### src/design/io_map_pkg.sv
package io_map_pkg;
    // Assembly instance numbers
    localparam logic [7:0] ASM_NATIVE_OUT = 8'h64;
    localparam logic [7:0] ASM_NATIVE_IN  = 8'h65;
    localparam logic [7:0] ASM_BASIC_OUT  = 8'h14;
    localparam logic [7:0] ASM_EXT_OUT    = 8'h15;
    localparam logic [7:0] ASM_BASIC_IN   = 8'h46;
    localparam logic [7:0] ASM_EXT_IN     = 8'h47;

    // Byte 0 bit positions of the profile assemblies
    localparam int BIT_RUN_FWD   = 0;
    localparam int BIT_RUN_REV   = 1;
    localparam int BIT_FLT_RST   = 2;
    localparam int BIT_NET_CTRL  = 5;
    localparam int BIT_NET_REF   = 6;
    localparam int BIT_FAULTED   = 0;
    localparam int BIT_WARNING   = 1;
    localparam int BIT_RUNNING_F = 2;
    localparam int BIT_RUNNING_R = 3;
    localparam int BIT_READY     = 4;
    localparam int BIT_CTRL_NET  = 5;
    localparam int BIT_REF_NET   = 6;
    localparam int BIT_AT_REF    = 7;

    localparam logic [7:0]  BYTE_ZERO = 8'h00;
    localparam logic [15:0] WORD_ZERO = 16'h0000;
    localparam logic [31:0] ASM_ZERO  = 32'h0000_0000;
    localparam logic [5:0]  NODE_RST  = 6'h3f;

    typedef enum logic [1:0] {
        ACCESS_L1,
        ACCESS_L2,
        ACCESS_L3,
        ACCESS_RSVD
    } access_level_t;

    typedef enum logic [1:0] {
        RATE_125K,
        RATE_250K,
        RATE_500K,
        RATE_BY_TOOL
    } data_rate_t;

    typedef enum logic [1:0] {
        SRC_NETWORK,
        SRC_TERMINAL,
        SRC_ANALOG_TWO,
        SRC_NONE
    } source_t;

    // Reset value of the profile selection: combined mode
    localparam logic PROFILE_SEPARATE = 1'b1;
    localparam logic PROFILE_COMBINED = 1'b0;
    localparam logic PROFILE_RST      = PROFILE_COMBINED;
endpackage

### src/design/cmd_sel_if.sv
`timescale 1ns/10ps
interface cmd_sel_if;
    import io_map_pkg::*;
    logic          profile_active;
    logic          fieldbus_control_request;
    logic          fieldbus_reference_request;
    logic          switch_to_two;
    source_t       cmd_src;
    source_t       ref_src;
    modport mapper (output profile_active, output fieldbus_control_request,
                    output fieldbus_reference_request, output switch_to_two,
                    input cmd_src, input ref_src);
    modport sel    (input profile_active, input fieldbus_control_request,
                    input fieldbus_reference_request, input switch_to_two,
                    output cmd_src, output ref_src);
endinterface

### src/design/drive_io_assembly_mapper.sv
`timescale 1ns/10ps
module drive_io_assembly_mapper
    import io_map_pkg::*;
(
    // Clock and reset
    input  wire logic          clk_i,
    input  wire logic          sys_rst_i,
    // Scanner cyclic data
    input  wire logic [7:0]    out_assembly_i,
    input  wire logic [7:0]    in_assembly_i,
    input  wire logic [31:0]   out_data_i,
    input  wire logic          out_valid_i,
    output logic [31:0]        in_data_o,
    // Drive internal status
    input  wire logic [15:0]   native_status_word_i,
    input  wire logic [15:0]   output_speed_word_i,
    input  wire logic          faulted_i,
    input  wire logic          warning_i,
    input  wire logic          running_fwd_i,
    input  wire logic          running_rev_i,
    input  wire logic          ready_i,
    input  wire logic          at_reference_i,
    input  wire logic [7:0]    drive_state_i,
    // Configuration
    input  wire access_level_t access_level_setting_i,
    input  wire logic          profile_selection_set_i,
    input  wire logic          profile_selection_val_i,
    input  wire logic          reference_source_one_net_i,
    input  wire logic          reference_switch_li3_i,
    input  wire logic          terminal_cmd_active_i,
    // Pins
    input  wire logic          logic_input_three_i,
    input  wire logic [1:0]    rate_switch_i,
    input  wire logic [5:0]    node_switch_i,
    // Internal command outputs
    output logic [15:0]        native_command_word_o,
    output logic [15:0]        speed_setpoint_word_o,
    output logic               profile_active_o,
    output logic               run_fwd_o,
    output logic               run_rev_o,
    output logic               fault_reset_o,
    output source_t            cmd_src_o,
    output source_t            ref_src_o,
    output logic               profile_selection_o,
    output data_rate_t         data_rate_o,
    output logic [5:0]         node_address_o
);

    //////////////////////////////////////////////////////////////////////////////
    cmd_sel_if sel_bus ();

    logic [1:0]  li3_sync_q,  li3_sync_d;
    logic [1:0]  rate_s1_q,   rate_s2_q;
    logic [5:0]  node_s1_q,   node_s2_q;
    logic        strap_done_q, strap_done_d;
    logic        net_ctrl_q,  net_ctrl_d;
    logic        net_ref_q,   net_ref_d;
    logic        prof_q,      prof_d;
    logic [31:0] in_data_d;
    logic [15:0] cmd_d, spd_d;
    logic        fwd_d, rev_d, rst_d, act_d;
    data_rate_t  rate_d;
    logic [5:0]  node_d;
    logic        profile_sel;

    //////////////////////////////////////////////////////////////////////////////
    // Synchronisers for the pins
    always_comb begin
        li3_sync_d = {li3_sync_q[0], logic_input_three_i};
    end

    always_ff @(posedge clk_i or posedge sys_rst_i) begin
        if (sys_rst_i) begin
            li3_sync_q <= 2'h0;
        end else begin
            li3_sync_q <= li3_sync_d;
        end
    end

    // Switch synchronisers run through reset, so stage two already holds the pins at release
    always_ff @(posedge clk_i) begin
        rate_s1_q <= rate_switch_i;
        rate_s2_q <= rate_s1_q;
        node_s1_q <= node_switch_i;
        node_s2_q <= node_s1_q;
    end

    //////////////////////////////////////////////////////////////////////////////
    // Switches are caught once after reset release; later moves are ignored
    always_comb begin
        strap_done_d = strap_done_q;
        rate_d       = data_rate_o;
        node_d       = node_address_o;
        // Capture once, at the first edge after release
        if (!strap_done_q) begin
            strap_done_d = 1'b1;
            rate_d       = data_rate_t'(rate_s2_q);
            node_d       = node_s2_q;
        end
    end

    //////////////////////////////////////////////////////////////////////////////
    // Profile selection: combined by default, written by the setup port
    always_comb begin
        prof_d = prof_q;
        if (profile_selection_set_i) begin
            prof_d = profile_selection_val_i;
        end
    end
    assign profile_sel = prof_q;

    //////////////////////////////////////////////////////////////////////////////
    // Output assembly decode; assembly number comes only from the scanner
    always_comb begin
        cmd_d      = native_command_word_o;
        spd_d      = speed_setpoint_word_o;
        fwd_d      = run_fwd_o;
        rev_d      = run_rev_o;
        rst_d      = fault_reset_o;
        net_ctrl_d = net_ctrl_q;
        net_ref_d  = net_ref_q;
        act_d      = (out_assembly_i == ASM_BASIC_OUT) || (out_assembly_i == ASM_EXT_OUT) ||
                     (in_assembly_i == ASM_BASIC_IN) || (in_assembly_i == ASM_EXT_IN);
        if (out_valid_i) begin
            case (out_assembly_i)
                ASM_NATIVE_OUT: begin
                    cmd_d = out_data_i[15:0];
                    spd_d = out_data_i[31:16];
                end
                ASM_BASIC_OUT: begin
                    // Other bits of bytes 0 and 1 dropped
                    fwd_d = out_data_i[BIT_RUN_FWD];
                    rev_d = 1'b0;
                    rst_d = out_data_i[BIT_FLT_RST];
                    spd_d = {out_data_i[31:24], out_data_i[23:16]};
                    net_ctrl_d = 1'b1;
                    net_ref_d  = 1'b1;
                end
                ASM_EXT_OUT: begin
                    fwd_d      = out_data_i[BIT_RUN_FWD];
                    rev_d      = out_data_i[BIT_RUN_REV];
                    rst_d      = out_data_i[BIT_FLT_RST];
                    net_ctrl_d = out_data_i[BIT_NET_CTRL];
                    net_ref_d  = out_data_i[BIT_NET_REF];
                    spd_d      = {out_data_i[31:24], out_data_i[23:16]};
                end
                default: begin
                    cmd_d = native_command_word_o;
                end
            endcase
        end
        // Profile bits become internal drive-state commands and replace the native command word
        if (out_valid_i && (out_assembly_i == ASM_BASIC_OUT || out_assembly_i == ASM_EXT_OUT)) begin
            cmd_d = {12'h000, rst_d, rev_d, fwd_d, fwd_d | rev_d};
        end
    end

    //////////////////////////////////////////////////////////////////////////////
    // Input assembly encode, unused bits zero
    always_comb begin
        in_data_d = ASM_ZERO;
        case (in_assembly_i)
            ASM_NATIVE_IN: begin
                in_data_d = {output_speed_word_i, native_status_word_i};
            end
            ASM_BASIC_IN: begin
                in_data_d[BIT_FAULTED]   = faulted_i;
                in_data_d[BIT_RUNNING_F] = running_fwd_i;
                in_data_d[31:16]         = output_speed_word_i;
            end
            ASM_EXT_IN: begin
                // Internal monitoring mapped back to the network view
                in_data_d[BIT_FAULTED]   = faulted_i;
                in_data_d[BIT_WARNING]   = warning_i;
                in_data_d[BIT_RUNNING_F] = running_fwd_i;
                in_data_d[BIT_RUNNING_R] = running_rev_i;
                in_data_d[BIT_READY]     = ready_i;
                in_data_d[BIT_CTRL_NET]  = sel_bus.cmd_src == SRC_NETWORK;
                in_data_d[BIT_REF_NET]   = sel_bus.ref_src == SRC_NETWORK;
                in_data_d[BIT_AT_REF]    = at_reference_i;
                in_data_d[15:8]          = drive_state_i;
                in_data_d[31:16]         = output_speed_word_i;
            end
            default: begin
                in_data_d = ASM_ZERO;
            end
        endcase
    end

    //////////////////////////////////////////////////////////////////////////////
    assign sel_bus.profile_active             = profile_active_o;
    assign sel_bus.fieldbus_control_request   = net_ctrl_q;
    assign sel_bus.fieldbus_reference_request = net_ref_q;
    assign sel_bus.switch_to_two              = li3_sync_q[1];

    channel_select u_sel (
        .access_level_setting_i     (access_level_setting_i),
        .profile_selection_i        (profile_sel),
        .reference_source_one_net_i (reference_source_one_net_i),
        .reference_switch_li3_i     (reference_switch_li3_i),
        .terminal_cmd_active_i      (terminal_cmd_active_i),
        .sel                        (sel_bus)
    );

    //////////////////////////////////////////////////////////////////////////////
    always_ff @(posedge clk_i or posedge sys_rst_i) begin
        if (sys_rst_i) begin
            strap_done_q          <= 1'b0;
            data_rate_o           <= RATE_125K;
            node_address_o        <= NODE_RST;
            prof_q                <= PROFILE_RST;
            profile_selection_o   <= PROFILE_RST;
            net_ctrl_q            <= 1'b0;
            net_ref_q             <= 1'b0;
            native_command_word_o <= WORD_ZERO;
            speed_setpoint_word_o <= WORD_ZERO;
            run_fwd_o             <= 1'b0;
            run_rev_o             <= 1'b0;
            fault_reset_o         <= 1'b0;
            profile_active_o      <= 1'b0;
            in_data_o             <= ASM_ZERO;
            cmd_src_o             <= SRC_NONE;
            ref_src_o             <= SRC_NONE;
        end else begin
            strap_done_q          <= strap_done_d;
            data_rate_o           <= rate_d;
            node_address_o        <= node_d;
            prof_q                <= prof_d;
            profile_selection_o   <= prof_d;
            net_ctrl_q            <= net_ctrl_d;
            net_ref_q             <= net_ref_d;
            native_command_word_o <= cmd_d;
            speed_setpoint_word_o <= spd_d;
            run_fwd_o             <= fwd_d;
            run_rev_o             <= rev_d;
            fault_reset_o         <= rst_d;
            profile_active_o      <= act_d;
            in_data_o             <= in_data_d;
            cmd_src_o             <= sel_bus.cmd_src;
            ref_src_o             <= sel_bus.ref_src;
        end
    end
endmodule

### src/design/channel_select.sv
`timescale 1ns/10ps
module channel_select
    import io_map_pkg::*;
(
    // Configuration
    input  wire access_level_t access_level_setting_i,
    input  wire logic          profile_selection_i,
    input  wire logic          reference_source_one_net_i,
    input  wire logic          reference_switch_li3_i,
    input  wire logic          terminal_cmd_active_i,
    // Link to mapper
    cmd_sel_if.sel             sel
);
    source_t cmd_d;
    source_t ref_d;

    always_comb begin
        cmd_d = SRC_NONE;
        ref_d = SRC_NONE;
        if (access_level_setting_i != ACCESS_L3) begin
            // Fixed priority, no switching: network first, then terminals
            if (reference_source_one_net_i) begin
                cmd_d = SRC_NETWORK;
            end else if (terminal_cmd_active_i) begin
                cmd_d = SRC_TERMINAL;
            end
            ref_d = cmd_d;
        end else begin
            if (reference_switch_li3_i && sel.switch_to_two) begin
                // Input three moves target and command together
                ref_d = SRC_ANALOG_TWO;
                cmd_d = SRC_TERMINAL;
            end else if (reference_source_one_net_i) begin
                ref_d = SRC_NETWORK;
                cmd_d = SRC_NETWORK;
            end
            if (profile_selection_i == PROFILE_SEPARATE && sel.profile_active) begin
                // Separate sources only at the top access level
                cmd_d = sel.fieldbus_control_request ? SRC_NETWORK : SRC_TERMINAL;
                ref_d = sel.fieldbus_reference_request ? SRC_NETWORK : SRC_ANALOG_TWO;
            end
        end
    end

    assign sel.cmd_src = cmd_d;
    assign sel.ref_src = ref_d;
endmodule

### config.mk
export PLATFORM = sky130hd
export DESIGN_NAME = drive_io_assembly_mapper
export DESIGN_NICKNAME = d
export VERILOG_FILES = /design/src/design/io_map_pkg.sv /design/src/design/cmd_sel_if.sv /design/src/design/drive_io_assembly_mapper.sv /design/src/design/channel_select.sv
export SDC_FILE = /design/constraint.sdc
export NUM_CORES = 1
export LEC_CHECK = 0
export BUFFER_PORTS_ARGS = -buffer_cell sky130_fd_sc_hd__buf_2
export CORE_MARGIN = 10
export CORE_UTILIZATION = 49
export DETAILED_ROUTE_END_ITERATION = 8
export MAX_ROUTING_LAYER = met4
export PLACE_DENSITY = 0.92
export SETUP_SLACK_MARGIN = 0.1
export SLEW_MARGIN = 20
export SYNTH_ARGS = -nofsm -noshare
export SYNTH_HDL_FRONTEND = slang
export SYNTH_HIERARCHICAL = 1
export SYNTH_SLANG_ARGS = --single-unit
export TNS_END_PERCENT = 20
### constraint.sdc
create_clock -name clk_i -period 5.4 [get_ports clk_i]
set_input_delay 0.81 -clock clk_i [delete_from_list [all_inputs] [get_ports clk_i]]
set_output_delay 0.81 -clock clk_i [all_outputs]
set_load 0.1 [all_outputs]
# --- Yosys cells after proc, flatten, opt, wreduce, memory -nomap -nowiden ---
# Cells that the tools add are included.
totals:
  reg_bits: 102
  output_inout_bits: 81
op_classes:
  bitwise: 1
  n_mux: 27
  reduce_logical: 18
  n_eq_ne: 7
op_table:
  columns: ["op", "n"]
  rows:
  - ["$mux 16", 4]
  - ["$eq 8x7->1 const B", 4]
  - ["$pmux 13 s2", 1]
  - ["$mux 2", 10]
  - ["$eq 8x5->1 const B", 2]
  - ["$pmux 1 s2", 6]
  - ["$mux 1", 6]
  - ["$reduce_and 2->1", 3]
  - ["$reduce_bool 2->1", 3]
  - ["$reduce_or 3->1", 2]
  - ["$logic_not 2->1", 2]
  - ["$reduce_or 2->1", 2]
  - ["$logic_and 1x1->1", 3]
  - ["$logic_or 1x1->1", 3]
  - ["$ne 2x2->1 const B", 1]
  - ["$or 1x1->1", 1]

# --- Logic depth before layout (Yosys ltp) ---
depth:
  word_depth: 6
  depth_mapped: 6
  mapped_depth_nobuf: 6

# --- Hierarchy ---
# The synthesis kept the hierarchy.
by_module_without_submodules:
  columns: ["module", "instances", "cells_per_inst", "seq_area_each_um2", "area_per_inst_um2"]
  rows:
  - ["drive_io_assembly_mapper", 1, 264, 2484.9, 3754.9]
  - ["channel_select", 1, 12, 0.0, 103.8]

# --- Worst setup path after synthesis ---
# Ideal clock, no wire load.
synth_timing:
  path_type: "reg2reg"
  startpoint: "register prof_q"
  endpoint: "register in_data_o[6]"
  path_slack_ns: 3.483
  n_path_buf: 0
  stages_incl_launch_ff: 7
  period_less_slack_ns: 1.917
  setup_ns: 0.132
  arrival_ns: 1.785
  path_cell_list: "dfrtp_1 > a22oi_1 > nand2b_1 > o22ai_2 > nor2_1 > a22oi_1 > nor2_1"
synth_via:
  elab_chain_cells: 5
synth_lines:
  columns: ["element", "line", "source"]
  rows:
  - ["start, declared", "drive_io_assembly_mapper.sv:58", "logic prof_q, prof_d;"]
  - ["start signal, assigned", "drive_io_assembly_mapper.sv:228", "prof_q <= prof_d;"]
  - ["$logic_and 1x1->1", "channel_select.sv:37", "if (profile_selection_i == PROFILE_SEPARATE && sel.profile_active) begin"]
  - ["$mux 2", "channel_select.sv:37", null]
  - ["$mux 2", "channel_select.sv:20", "if (access_level_setting_i != ACCESS_L3) begin"]
  - ["named net sel_bus.ref_src[1]", "cmd_sel_if.sv:9", "source_t ref_src;"]
  - ["$logic_not 2->1", "drive_io_assembly_mapper.sv:179", "in_data_d[BIT_REF_NET] = sel_bus.ref_src == SRC_NETWORK;"]
  - ["$pmux 13 s2", "drive_io_assembly_mapper.sv:162", "case (in_assembly_i)"]
  - ["named net in_data_d[6]", "drive_io_assembly_mapper.sv:59", "logic [31:0] in_data_d;"]
  - ["end signal, assigned", "drive_io_assembly_mapper.sv:238", "in_data_o <= in_data_d;"]
  - ["end, declared", "drive_io_assembly_mapper.sv:13", "output logic [31:0] in_data_o,"]
# The timed path passes the listed nets, and every way through them passes these cells.
# A chain may end at the register's enable or synchronous reset.

# --- Worst setup path after layout ---
layout_timing:
  startpoint: "register node_address_o[2]"
  endpoint: "output port node_address_o[2]"
layout_lines:
  columns: ["element", "line", "source"]
  rows:
  - ["start, declared", "drive_io_assembly_mapper.sv:46", "output logic [5:0] node_address_o"]
  - ["start signal, assigned", "drive_io_assembly_mapper.sv:227", "node_address_o <= node_d;"]
# No word-level cell between the ends.

==> results_tabular.tex <==
\begin{tabular}{lr}
\hline
Metric & Value \\
\hline
\multicolumn{2}{l}{\textbf{Global routing}} \\
Total routing usage reported by global routing & 0.172 \\
Global-route met1 utilization & 0.182 \\
M2 GR Usage & 0.302 \\
Met3 usage & 0.0407 \\
Via count of the first global-routing pass & roughly 3000 \\
Maximum number of pins on one net before global-route repair & 87 \\
Most used routing layer & met2 \\
First-pass GRT wire length & 15300 µm \\
Total grt overflow & 0 \\
Number of antenna violations at the first check in global routing & 0 \\
\multicolumn{2}{l}{\textbf{Detailed routing}} \\
Routed vias/inst & 4.91 \\
DRC violations left & 0 \\
Number of detailed-route iterations in the first pass & 4 \\
Count of vias placed by the detailed router & 2843 \\
Overall routed net length & approximately 10000 µm \\
Remaining antenna violation count after routing & 0 \\
Average routed wire per standard cell & 18.1 µm \\
Number of design-rule violations left by the first detailed-router iteration & 120 \\
\multicolumn{2}{l}{\textbf{Cells and area}} \\
FF+latch area & 2480 µm² \\
Filler cells & roughly 600 \\
Final cell area excluding filler cells & just over 5000 µm² \\
Number of nets in the layout & between 500 and 600 \\
Final std cells w/o fill & 579 \\
Layout overhead on the synthesized area & 32.7\% \\
Share of post-route cells with drive strength above 1 & 0.558 \\
Area occupied by multi-input gates & 1240 µm² \\
Antenna diodes & 0 \\
Post-layout util & 0.666 \\
\multicolumn{2}{l}{\textbf{Worst setup path}} \\
Highest cell delay on the worst timing path & $\sim$0.55 ns \\
Critical path, cell by cell & buf\_2 \\
Reg2reg setup slack & around 4.0 ns \\
Required @ worst endpoint & approximately 4.6 ns \\
Kind of start point of the critical path & register \\
WP data arrival & around 1.4 ns \\
CP max FO & 2 \\
Setup Crit Path Kind & register to output port \\
Cell depth of the worst flop-to-flop path & 6 \\
Type of destination of the critical path & output port \\
Beginning of the worst register-to-register path & prof\_q \\
Cell with the largest stage delay on the worst path & sky130\_fd\_sc\_hd\_\_dfstp\_2 \\
Buf/Inv on CP & 1 \\
Largest delay contributor family on the critical path & flip-flops \\
FF-to-FF End & in\_data\_o[6] \\
\multicolumn{2}{l}{\textbf{STA}} \\
Highest clock frequency the design can meet & around 460 MHz \\
Clock skew & about 0.017 ns \\
Setup violation total in the final timing report & 0 \\
Pin slew with the least headroom to its limit & around 0.93 ns \\
Worst hold margin & between 0.3 and 0.4 ns \\
Max-slew headroom at the worst pin & 0.376 \\
Clock period minus worst slack & $\sim$2.2 ns \\
Unrepaired setup endpoints after global routing & no \\
Total negative setup slack & 0 ns \\
Share of the clock period used by the worst path after layout & 0.399 \\
Fin. Hold Viols & 0 \\
Number of max-slew violations in the final report & 0 \\
Setup slack after layout & 3.24 ns \\
\multicolumn{2}{l}{\textbf{Floorplan}} \\
Starting Density & 0.502 \\
Die width & between 100 and 150 µm \\
Core Region & 7690 µm² \\
Die footprint & around 12000 µm² \\
\# IOs & roughly 190 \\
Die Height & around 110 µm \\
Number of placement rows & 32 \\
\multicolumn{2}{l}{\textbf{Synthesis}} \\
Mean post-synth cell area & between 10 and 15 µm² \\
Synth Area in Compound Gates & 0.0613 \\
Cell types with the largest area share after synthesis & sky130\_fd\_sc\_hd\_\_dfrtp\_1, sky130\_fd\_sc\_hd\_\_dfxtp\_1, sky130\_fd\_sc\_hd\_\_dfstp\_2 \\
Synth Flop Type & sky130\_fd\_sc\_hd\_\_dfrtp\_1 \\
Number of nets in the synthesized netlist & 389 \\
Post-synthesis share of cell area spent on xor and xnor gates & 0 \\
Number of enable flip-flop cells after synthesis & 0 \\
Portion of netlist area occupied by mux cells & 0.147 \\
Number of synthesized register bits & about 100 \\
Synth warnings & 6 \\
Cell taking the most area after synthesis & sky130\_fd\_sc\_hd\_\_dfrtp\_1 \\
Cells after Synth & about 280 \\
Share of synthesized area occupied by flip-flops and latches & 0.644 \\
Fraction of synthesis flops using an asynchronous set or reset pin & 0.843 \\
Area share of fa/ha/maj cells after synthesis & 0 \\
Number of distinct library cells after synthesis & between 40 and 50 \\
Dominant combinational cell family by area after synthesis & multiplexers \\
Total standard cell area after synthesis & about 3900 µm² \\
Post-synth top area share & 0.493 \\
Simple-gate share of the synthesized area & 0.112 \\
\multicolumn{2}{l}{\textbf{Power and ir drop}} \\
Leakage power summed over all cells & around 2.9 nW \\
Cell area power density & between 300 and 400 nW/µm² \\
Total power & approximately 1.8 mW \\
Maximum vdd ir drop & around 0.26 mV \\
\multicolumn{2}{l}{\textbf{Clock network}} \\
Clk slew on worst S/H paths & around 0.12 ns \\
Number of buffers on the longest clock path & 2 \\
Clock tree from TritonCTS & yes \\
Clock latency reported for the late side of the worst-skew pair & 0.36 ns \\
Post-CTS Setup Bufs & 0 \\
TritonCTS sink count & roughly 100 \\
CTS hold repair buffers & 0 \\
Level count of the clock H-tree & 3 \\
Root Buffer Master & sky130\_fd\_sc\_hd\_\_clkbuf\_8 \\
Cells resized by post-CTS repair & 0 \\
Total CTS buffers & 9 \\
\multicolumn{2}{l}{\textbf{Placement}} \\
Setup slack after placement & roughly 2.8 ns \\
Port Buf Inserts & between 150 and 200 \\
Post-DP Area & around 4900 µm² \\
Final weighted congestion of routability-driven global placement & 0.851 \\
Half-perimeter wire length after detailed placement & roughly 8400 µm \\
Number of cells after detailed placement & $\sim$560 \\
\multicolumn{2}{l}{\textbf{Hold path}} \\
Hold Path Sink & node\_s2\_q[1] \\
Path category of the worst min-delay check & register to register \\
Worst Hold Depth & 0 \\
Hold\_sp & node\_s1\_q[1] \\
\multicolumn{2}{l}{\textbf{Outcome}} \\
Outcome & complete, no violations \\
\multicolumn{2}{l}{\textbf{Job}} \\
Number of violations of the max-capacitance limit & 0 \\
\hline
\end{tabular}
-- kinds of logic after synthesis --
group,Yosys count
compound gates,28
buf+inv,27
flops,102
mux,46
other cells,1
simple gates,72
-- cells in the final DEF, fill, tap and decap left out, types with 2 or more instances in the layout --
cell type,netlist,final
sky130_fd_sc_hd__a21oi_1,2,2
sky130_fd_sc_hd__a22o_1,2,2
sky130_fd_sc_hd__a22oi_1,15,15
sky130_fd_sc_hd__a32oi_1,3,3
sky130_fd_sc_hd__and2_1,16,16
sky130_fd_sc_hd__and2b_1,2,2
sky130_fd_sc_hd__buf_2,2,193
sky130_fd_sc_hd__clkbuf_8,0,9
sky130_fd_sc_hd__clkinv_8,0,3
sky130_fd_sc_hd__dfrtp_1,76,76
sky130_fd_sc_hd__dfstp_2,10,10
sky130_fd_sc_hd__dfxtp_1,16,16
sky130_fd_sc_hd__inv_1,17,16
sky130_fd_sc_hd__inv_6,0,2
sky130_fd_sc_hd__mux2_2,16,16
sky130_fd_sc_hd__mux2_4,17,17
sky130_fd_sc_hd__mux2i_1,13,13
sky130_fd_sc_hd__nand2_1,14,14
sky130_fd_sc_hd__nand2b_1,2,2
sky130_fd_sc_hd__nand3_1,2,2
sky130_fd_sc_hd__nand4_1,2,2
sky130_fd_sc_hd__nor2_1,19,19
sky130_fd_sc_hd__nor2b_1,4,3
sky130_fd_sc_hd__nor3b_4,2,2
-- cell type report --
class                           count  share of cell area
Sequential cell                   102               0.485
Multi-Input combinational cell    147               0.242
Tap cell                          102              0.0249
Clock inverter                      7              0.0183
Clock buffer                        9              0.0242
Inverter                           17              0.0127
Timing Repair Buffer              195               0.192
-- power breakdown --
part / leakage, nW / total, mW / internal (mW) / switching (mW)
Clock: 0.108 / 0.491 / 0.192 / 0.299
Sequential: 1.21 / 0.841 / 0.816 / 0.0253
Combinational: 1.59 / 0.491 / 0.105 / 0.386
Total: 2.91 / 1.82 / 1.11 / 0.710
-- cell usage after synthesis (4+ instances only) --
cell type	number
sky130_fd_sc_hd__mux2_4	17
sky130_fd_sc_hd__and2_1	16
sky130_fd_sc_hd__nand2_1	14
sky130_fd_sc_hd__nor2b_1	4
sky130_fd_sc_hd__dfrtp_1	76
sky130_fd_sc_hd__dfstp_2	10
sky130_fd_sc_hd__a22oi_1	15
sky130_fd_sc_hd__mux2_2	16
sky130_fd_sc_hd__dfxtp_1	16
sky130_fd_sc_hd__mux2i_1	13
sky130_fd_sc_hd__nor2_1	19
sky130_fd_sc_hd__inv_1	17
-- worst max-delay path by stage --
stage / slack (ns) / endpoint / cells after the start / start
3_3_place_gp: 2.84 / in_data_o[25] / 4 / in_assembly_i[1]
5_1_grt: 3.20 / node_address_o[1] / 1 / node_address_o[1]
6_report: 3.24 / node_address_o[2] / 1 / node_address_o[2]
4_1_cts: 3.15 / in_data_o[18] / 4 / in_assembly_i[1]
3_5_place_dp: 2.75 / in_data_o[18] / 4 / in_assembly_i[1]
2_1_floorplan: 2.38 / data_rate_o[0] / 1 / sys_rst_i
-- registers in the layout (all words and copies together), names as in the netlist, 2 cells and up --
register,count
rate_s1_q,2
rate_s2_q,2
node_address_o,6
li3_sync_q,2
node_s2_q,6
ref_src_o,2
data_rate_o,2
node_s1_q,6
cmd_src_o,2
in_data_o,32
speed_setpoint_word_o,16
native_command_word_o,16
-- metal layers --
metal	routed length, µm	up-vias
met5	0	-
met3	627	17
met4	252	0
li1	-	1327
met2	5790	116
met1	3800	1383
(Power assumes the default switching activity.)
